### config.mk
export PLATFORM = sky130hd
export DESIGN_NAME = lsp_device_flat
export DESIGN_NICKNAME = d
export VERILOG_FILES = /design/src/design/lsp_pkg.sv /design/src/design/lsp_bus_if.sv /design/src/design/lsp_device.sv /design/src/flat_wrapper.sv
export VERILOG_INCLUDE_DIRS = /design/src /design/src/design
export SDC_FILE = /design/constraint.sdc
export NUM_CORES = 1
export LEC_CHECK = 0
export BUFFER_PORTS_ARGS = -buffer_cell sky130_fd_sc_hd__buf_2
export CAP_MARGIN = 20
export CORE_ASPECT_RATIO = 1.75
export CORE_MARGIN = 1.5
export CORE_UTILIZATION = 46
export CTS_BUF_LIST = sky130_fd_sc_hd__clkbuf_16
export DETAILED_ROUTE_END_ITERATION = 10
export GPL_ROUTABILITY_DRIVEN = 0
export HOLD_SLACK_MARGIN = 0.02
export MAX_ROUTING_LAYER = met4
export PLACE_DENSITY = 0.76
export SLEW_MARGIN = 15
export SYNTH_ARGS = -nofsm -noshare
export SYNTH_HDL_FRONTEND = slang
export SYNTH_SLANG_ARGS = --single-unit
export TNS_END_PERCENT = 50
### constraint.sdc
create_clock -name host_bus_clock -period 4.2 [get_ports host_bus_clock]
set_clock_uncertainty 0.2 [all_clocks]
set_input_delay 0.63 -clock host_bus_clock [delete_from_list [all_inputs] [get_ports host_bus_clock]]
set_output_delay 0.63 -clock host_bus_clock [all_outputs]
set_load 0.02 [all_outputs]
### src/design/lsp_params.svh
`ifndef LSP_PARAMS_SVH
`define LSP_PARAMS_SVH
// address map
`define LSP_ADDR_W        17
`define LSP_MEM_LAST      17'h13fff
`define LSP_REG_FIRST     17'h1ffe0
`define LSP_REG_LAST      17'h1ffff
`define LSP_ALIAS_STEP    17
`define LSP_ALIAS_COUNT   512
// straps
`define LSP_BUS_GENERIC   3'h7
`define LSP_CNF_ENDIAN    3
// timing: host wait for release, cycles
`define LSP_HOST_TIMEOUT  16'h0400
// setup spans the device's two-flop select sync plus its hold-off register,
// so the host's first wait sample already sees hold-off asserted
`define LSP_HOST_SETUP    3
`endif

### src/design/lsp_pkg.sv
package lsp_pkg;
  typedef enum logic [1:0] {
    LSP_TGT_NONE = 2'h0,
    LSP_TGT_MEM  = 2'h1,
    LSP_TGT_REG  = 2'h3
  } lsp_target_t;
  typedef enum logic [2:0] {
    LSP_DS_IDLE = 3'h0,
    LSP_DS_ARB  = 3'h1,
    LSP_DS_DONE = 3'h3,
    LSP_DS_END  = 3'h2
  } lsp_dev_state_t;
  typedef enum logic [2:0] {
    LSP_HS_IDLE  = 3'h0,
    LSP_HS_SETUP = 3'h1,
    LSP_HS_WAIT  = 3'h3,
    LSP_HS_END   = 3'h2,
    LSP_HS_GAP   = 3'h6
  } lsp_host_state_t;
endpackage

### src/design/lsp_bus_if.sv
`timescale 1ns/10ps
interface lsp_bus_if;
  logic [16:0] address_in;
  logic [15:0] data_host;
  logic [15:0] data_dev;
  logic        data_dev_oe;
  logic        chip_select_n;
  logic        read_strobe_n;
  logic        write_strobe_n;
  logic        high_byte_enable_n;
  logic        rd_wr_dir;
  logic        hold_off_n;
  logic        bus_status_strap;
  logic [3:0]  config_straps;
  modport device (
    input  address_in, data_host, chip_select_n, read_strobe_n, write_strobe_n,
           high_byte_enable_n, rd_wr_dir, bus_status_strap, config_straps,
    output data_dev, data_dev_oe, hold_off_n
  );
  modport host (
    output address_in, data_host, chip_select_n, read_strobe_n, write_strobe_n,
           high_byte_enable_n, rd_wr_dir, bus_status_strap, config_straps,
    input  data_dev, data_dev_oe, hold_off_n
  );
endinterface

### src/design/lsp_device.sv
`timescale 1ns/10ps
`include "lsp_params.svh"
module lsp_device #(
  parameter int ADDR_W = `LSP_ADDR_W
) (
  input  wire logic        host_bus_clock,
  input  wire logic        reset_n,
  lsp_bus_if.device        bus,
  output logic             core_req_q,
  output logic             core_we_q,
  output lsp_pkg::lsp_target_t core_target_q,
  output logic [ADDR_W-1:0] core_addr_q,
  output logic [15:0]      core_wdata_q,
  output logic [1:0]       core_be_q,
  input  wire logic        core_grant,
  input  wire logic [15:0] core_rdata,
  output logic             big_endian_q,
  output logic             shared_enable_mode_q,
  output logic             generic_mode_q,
  output logic             cfg_valid_q
);
  import lsp_pkg::*;

  // ===========================================
  // synchronisers
  logic [2:0] sync1_q, sync2_q;
  logic [2:0] sync1_d;
  always_comb begin
    sync1_d = {~bus.chip_select_n, ~bus.read_strobe_n, ~bus.write_strobe_n};
  end
  always_ff @(posedge host_bus_clock or negedge reset_n) begin
    if (!reset_n) begin
      sync1_q <= 3'h0;
      sync2_q <= 3'h0;
    end else begin
      sync1_q <= sync1_d;
      sync2_q <= sync1_q;
    end
  end
  logic sel_s, rd_s, wr_s;
  assign sel_s = sync2_q[2];
  assign rd_s  = sync2_q[1];
  assign wr_s  = sync2_q[0];

  // ===========================================
  // strap capture
  logic       cfg_taken_q, cfg_taken_d;
  logic       big_endian_d, shared_d, generic_d;
  always_comb begin
    cfg_taken_d  = 1'b1;
    big_endian_d = big_endian_q;
    shared_d     = shared_enable_mode_q;
    generic_d    = generic_mode_q;
    if (!cfg_taken_q) begin
      big_endian_d = bus.config_straps[`LSP_CNF_ENDIAN];
      generic_d    = (bus.config_straps[2:0] == `LSP_BUS_GENERIC);
      shared_d     = bus.bus_status_strap;
    end
  end
  always_ff @(posedge host_bus_clock or negedge reset_n) begin
    if (!reset_n) begin
      cfg_taken_q          <= 1'b0;
      big_endian_q         <= 1'b0;
      shared_enable_mode_q <= 1'b0;
      generic_mode_q       <= 1'b0;
      cfg_valid_q          <= 1'b0;
    end else begin
      cfg_taken_q          <= cfg_taken_d;
      big_endian_q         <= big_endian_d;
      shared_enable_mode_q <= shared_d;
      generic_mode_q       <= generic_d;
      cfg_valid_q          <= cfg_taken_q;
    end
  end

  // ===========================================
  // address decode
  lsp_target_t tgt;
  always_comb begin
    tgt = LSP_TGT_NONE;
    if (bus.address_in <= `LSP_MEM_LAST) begin
      tgt = LSP_TGT_MEM;
    end else if (bus.address_in >= `LSP_REG_FIRST) begin
      tgt = LSP_TGT_REG;
    end
  end

  // ===========================================
  // access sequencer
  lsp_dev_state_t state_q, state_d;
  logic        hold_n_q, hold_n_d;
  logic        oe_q, oe_d;
  logic [15:0] rdata_q, rdata_d;
  logic        req_d, we_d;
  lsp_target_t tgt_d;
  logic [ADDR_W-1:0] addr_d;
  logic [15:0] wdata_d;
  logic [1:0]  be_d;
  logic        active;
  // rd/wr direction pin deliberately unused in shared mode
  assign active = cfg_valid_q && generic_mode_q && shared_enable_mode_q && sel_s;
  always_comb begin
    state_d = state_q;
    hold_n_d = hold_n_q;
    oe_d    = oe_q && sel_s && rd_s;
    rdata_d = rdata_q;
    req_d   = core_req_q;
    we_d    = core_we_q;
    tgt_d   = core_target_q;
    addr_d  = core_addr_q;
    wdata_d = core_wdata_q;
    be_d    = core_be_q;
    case (state_q)
      LSP_DS_IDLE: begin
        hold_n_d = 1'b1;
        if (active && (rd_s || wr_s)) begin
          hold_n_d = 1'b0;
          req_d    = (tgt != LSP_TGT_NONE);
          we_d     = wr_s;
          tgt_d    = tgt;
          addr_d   = bus.address_in;
          be_d     = {~bus.high_byte_enable_n, 1'b1};
          wdata_d  = big_endian_q ? {bus.data_host[7:0], bus.data_host[15:8]} : bus.data_host;
          state_d  = (tgt != LSP_TGT_NONE) ? LSP_DS_ARB : LSP_DS_DONE;
          if (tgt == LSP_TGT_NONE) begin
            rdata_d = 16'h0000;
          end
        end
      end
      LSP_DS_ARB: begin
        if (core_grant) begin
          req_d   = 1'b0;
          rdata_d = big_endian_q ? {core_rdata[7:0], core_rdata[15:8]} : core_rdata;
          state_d = LSP_DS_DONE;
        end
      end
      LSP_DS_DONE: begin
        hold_n_d = 1'b1;
        oe_d     = !core_we_q && sel_s && rd_s;
        state_d  = LSP_DS_END;
      end
      LSP_DS_END: begin
        if (!(sel_s && (rd_s || wr_s))) begin
          state_d = LSP_DS_IDLE;
        end
      end
      default: begin
        state_d = LSP_DS_IDLE;
      end
    endcase
  end
  always_ff @(posedge host_bus_clock or negedge reset_n) begin
    if (!reset_n) begin
      state_q       <= LSP_DS_IDLE;
      hold_n_q      <= 1'b1;
      oe_q          <= 1'b0;
      rdata_q       <= 16'h0000;
      core_req_q    <= 1'b0;
      core_we_q     <= 1'b0;
      core_target_q <= LSP_TGT_NONE;
      core_addr_q   <= '0;
      core_wdata_q  <= 16'h0000;
      core_be_q     <= 2'h0;
    end else begin
      state_q       <= state_d;
      hold_n_q      <= hold_n_d;
      oe_q          <= oe_d;
      rdata_q       <= rdata_d;
      core_req_q    <= req_d;
      core_we_q     <= we_d;
      core_target_q <= tgt_d;
      core_addr_q   <= addr_d;
      core_wdata_q  <= wdata_d;
      core_be_q     <= be_d;
    end
  end

  assign bus.hold_off_n  = hold_n_q;
  assign bus.data_dev_oe = oe_q;
  // upper byte only when high enable held
  assign bus.data_dev    = {core_be_q[1] ? rdata_q[15:8] : 8'h00, rdata_q[7:0]};
endmodule

### src/flat_wrapper.sv
// flat-port wrapper written by rule: the top's interface ports become plain ports
module lsp_device_flat import lsp_pkg::*;
#(
  parameter int ADDR_W = `LSP_ADDR_W
)
  (host_bus_clock, reset_n, core_req_q, core_we_q, core_target_q, core_addr_q, core_wdata_q, core_be_q, core_grant, core_rdata, big_endian_q, shared_enable_mode_q, generic_mode_q, cfg_valid_q, bus_address_in, bus_data_host, bus_chip_select_n, bus_read_strobe_n, bus_write_strobe_n, bus_high_byte_enable_n, bus_rd_wr_dir, bus_bus_status_strap, bus_config_straps, bus_data_dev, bus_data_dev_oe, bus_hold_off_n);
  lsp_bus_if bus_i ();
  input  wire logic host_bus_clock;
  input  wire logic reset_n;
  output logic core_req_q;
  output logic core_we_q;
  output lsp_pkg::lsp_target_t core_target_q;
  output logic [ADDR_W-1:0] core_addr_q;
  output logic [15:0] core_wdata_q;
  output logic [1:0] core_be_q;
  input  wire logic core_grant;
  input  wire logic [15:0] core_rdata;
  output logic big_endian_q;
  output logic shared_enable_mode_q;
  output logic generic_mode_q;
  output logic cfg_valid_q;
  input wire logic [$bits(bus_i.address_in)-1:0] bus_address_in;
  input wire logic [$bits(bus_i.data_host)-1:0] bus_data_host;
  input wire logic [$bits(bus_i.chip_select_n)-1:0] bus_chip_select_n;
  input wire logic [$bits(bus_i.read_strobe_n)-1:0] bus_read_strobe_n;
  input wire logic [$bits(bus_i.write_strobe_n)-1:0] bus_write_strobe_n;
  input wire logic [$bits(bus_i.high_byte_enable_n)-1:0] bus_high_byte_enable_n;
  input wire logic [$bits(bus_i.rd_wr_dir)-1:0] bus_rd_wr_dir;
  input wire logic [$bits(bus_i.bus_status_strap)-1:0] bus_bus_status_strap;
  input wire logic [$bits(bus_i.config_straps)-1:0] bus_config_straps;
  output wire logic [$bits(bus_i.data_dev)-1:0] bus_data_dev;
  output wire logic [$bits(bus_i.data_dev_oe)-1:0] bus_data_dev_oe;
  output wire logic [$bits(bus_i.hold_off_n)-1:0] bus_hold_off_n;
  assign bus_i.address_in = bus_address_in;
  assign bus_i.data_host = bus_data_host;
  assign bus_i.chip_select_n = bus_chip_select_n;
  assign bus_i.read_strobe_n = bus_read_strobe_n;
  assign bus_i.write_strobe_n = bus_write_strobe_n;
  assign bus_i.high_byte_enable_n = bus_high_byte_enable_n;
  assign bus_i.rd_wr_dir = bus_rd_wr_dir;
  assign bus_i.bus_status_strap = bus_bus_status_strap;
  assign bus_i.config_straps = bus_config_straps;
  assign bus_data_dev = bus_i.data_dev;
  assign bus_data_dev_oe = bus_i.data_dev_oe;
  assign bus_hold_off_n = bus_i.hold_off_n;
  lsp_device #(.ADDR_W(ADDR_W)) u_core (.host_bus_clock(host_bus_clock), .reset_n(reset_n), .bus(bus_i), .core_req_q(core_req_q), .core_we_q(core_we_q), .core_target_q(core_target_q), .core_addr_q(core_addr_q), .core_wdata_q(core_wdata_q), .core_be_q(core_be_q), .core_grant(core_grant), .core_rdata(core_rdata), .big_endian_q(big_endian_q), .shared_enable_mode_q(shared_enable_mode_q), .generic_mode_q(generic_mode_q), .cfg_valid_q(cfg_valid_q));
endmodule
==> run_results.csv <==
group,metric,value,unit
yosys,avgSynthCellArea,10.6,sq um
route,dr.first_iter.drc_count,128,
clocking,cts.sinks,70,
setup_path,r2r-start,"u_core.state_q[1]$_DFFE_PN0P_",
setup_path,critPathTopFamily,"compound AO/OA/AOI/OAI gates",
setup_path,crit_required,4200,ps
timing,finalHoldViolCount,0,
final_layout,area_delta_synth_final,25.6,%
placement,hpwl,5070,um
clocking,hold_buffers,0,
setup_path,path_class,"flop to flop",
placement,dpl.cell_count,493,
setup_path,path_buf_inv,2,
die,die_h,115,um
yosys,ys_warn_count,0,
die,fp.dieArea,7710,sq um
placement,portBuffers,121,
die,dieWidth,67.0,um
yosys,yosys-top-cells-count,"nand2_1, dfrtp_1, mux2i_1, o21ai_0, nor2b_1",
job,maxCapViolCount,0,
setup_path,worstPathMaxFanout,56,
min_path,holdCritStartpoint,"u_core.sync1_q[1]$_DFF_PN0_",
timing,slew_violations,0,
route,vias,2547,
setup_path,cp_slowest_cell,"o31ai_4",
setup_path,start_kind,"flop",
grt,grt_pass1_vias,2497,
grt,overflow,0,
die,coreArea,6910,sq um
power_and_ir_drop,p_clk_share,24.0,%
setup_path,cp_data_arrival_time,3150,ps
clocking,cts_buffers,9,
power_and_ir_drop,peakVddDrop,0.406,mV
clocking,root_buffer,"clkbuf_16",
power_and_ir_drop,leakage,2.19,nW
grt,track_usage,20.0,%
setup_path,startpoint,"u_core.state_q[1]$_DFFE_PN0P_",
final_layout,stdcell_area,4140,sq um
clocking,clk_latency,320,ps
timing,fin_ws,1060,ps
final_layout,final_core_util,60.0,%
timing,tightestPinTransition,1000,ps
yosys,synth_top_cell_area_share,52.3,%
yosys,synth-main-ff-cell,"dfrtp_1",
final_layout,nets,487,
clocking,ctsResizeCount,0,
timing,setup_tns,0,ps
yosys,synth_most_common_cell,"nand2_1",
yosys,synth.distinct_cells,34,
power_and_ir_drop,p_seq_share,39.0,%
route,wl_per_cell,13.9,um
power_and_ir_drop,intPower,1.67,mW
die,ioPinCount,123,
final_layout,layout.cells.non_filler,508,
placement,pre_cts_slack,1040,ps
min_path,hold_path_class,"flop to flop",
route,drtPass1Iterations,4,
timing,max-slew-margin-rel,33.2,%
timing,hold-worst-slack,150,ps
setup_path,crit_chain,"inv_1 -> ha_1 -> inv_2 -> or3_4 -> o31ai_4 -> mux2_2",
route,viasPerCell,5.01,
setup_path,end_kind,"flop",
grt,antenna_found_initial,0,
clocking,cts_tree,"yes",
placement,placed_area,3890,sq um
timing,setup_viol,0,
final_layout,diodes,0,
power_and_ir_drop,power,2.65,mW
yosys,synth_cells,310,
power_and_ir_drop,swShare,37.0,%
clocking,clk_pin_slew,50,ps
die,num_rows,40,
grt,grt_max_degree,71,
final_layout,fill_cells,599,
timing,rsz0062_at_grt,"false",
yosys,ys_async_sr_fraction,100,%
power_and_ir_drop,p_sw,0.979,mW
min_path,hold_path_depth,0,
status,status,"complete, no violations",
clocking,postCtsSetupBuffers,0,
setup_path,max_stage_delay,940,ps
route,drt-total-wl,7070,um
yosys,yosysTopAreaCell,"dfrtp_1",
clocking,htree_levels,3,
setup_path,ff2ff_path_depth,6,
setup_path,cp.depth,6,
route,route.detailed.drc,0,
timing,layout_min_cycle_time,3140,ps
final_layout,drive_above_1_share,37.3,%
clocking,ctsLongestPathBuffers,2,
timing,fmax,318,MHz
power_and_ir_drop,p_comb_share,37.0,%
yosys,synth_nets,377,
timing,finalCritPeriodShare,74.8,%
yosys,ys_seq_area_share,53.1,%
yosys,ys_ff_latch,70,
route,detail-route-antenna-nets,0,
yosys,synthesis.area,3300,sq um
yosys,synthTopCellsByArea,"dfrtp_1, mux2i_1, nand2_1",
die,start_util,47.8,%
power_and_ir_drop,power.density,639,nW/um^2
grt,grt_pass1_wl,11400,um
yosys,synth_edf_count,0,
sequential cells by signal, indices dropped and copies added, names as in the netlist:
signal,flops
u_core.bus.data_dev_oe,1
u_core.shared_enable_mode_q,1
u_core.core_be_q,2
u_core.state_q,2
u_core.generic_mode_q,1
u_core.sync2_q,3
u_core.core_we_q,1
u_core.core_wdata_q,16
u_core.big_endian_q,1
u_core.core_addr_q,17
u_core.bus.hold_off_n,1
u_core.cfg_taken_q,1
u_core.sync1_q,3
u_core.rdata_q,16
u_core.cfg_valid_q,1
u_core.core_req_q,1
u_core.core_target_q,2
kinds of logic (layout without fill, tap and decap cells):
family	after synthesis	in the layout	share of synthesized area, %
simple gates	119	119	16.3
flops	70	70	53.1
mux	51	51	17.3
compound gates	32	32	6.22
buf+inv	32	146	5.01
fa+ha+maj	5	5	1.90
other cells	1	1	0.114
final timing paths:
kind / endpoint / slack (ps)
min: u_core.sync2_q[1]$_DFF_PN0_ / 150
min in group asynchronous: u_core.rdata_q[13]$_DFFE_PN0P_ / 230
max: u_core.rdata_q[2]$_DFFE_PN0P_ / 1060
min reg2reg: u_core.sync2_q[1]$_DFF_PN0_ / 150
max reg2reg: u_core.rdata_q[2]$_DFFE_PN0P_ / 1060
max in group asynchronous: u_core.big_endian_q$_DFFE_PN0N_ / 2970
area by class of cell:
class	instances	area (sq um)	area share, %
Inverter	9	33.8	0.815
Tap cell	84	105	2.54
Clock buffer	9	225	5.43
Sequential cell	70	1750	42.3
Clock inverter	6	23.8	0.574
Timing Repair Buffer	122	616	14.9
Multi-Input combinational cell	208	1390	33.5
power groups by stage:
stage	Sequential, mW	Combinational (mW)	Clock [mW]
after floorplan	1.23	0.480	0
after global placement	1.03	0.960	0
after global routing	1.06	1.07	0.682
after detailed placement	1.04	0.989	0
after CTS	1.04	0.991	0.653
final	1.03	0.979	0.635
per-layer routing:
layer	track usage, %	share of wire, %
met5	-	0
met2	33.5	53
met4	9.39	2.2
met3	4.11	4.7
met1	22.3	40
cell usage in the layout (no fill, tap or decap), types with 2 or more instances in the layout:
cell type  instances
mux2_2             8
o21ai_0           22
nand4_1            2
ha_1               5
inv_1             11
nor3_1             2
o21a_1             2
mux2_4            10
clkbuf_16          9
buf_2            120
nor2b_1           17
mux2i_1           33
nand3_1            5
dfrtp_1           68
and2_1             8
nor2_1             3
nand2_1           77
buf_4              2
clkinv_1           2
No activity file was read; power rests on OpenSTA's default activity.
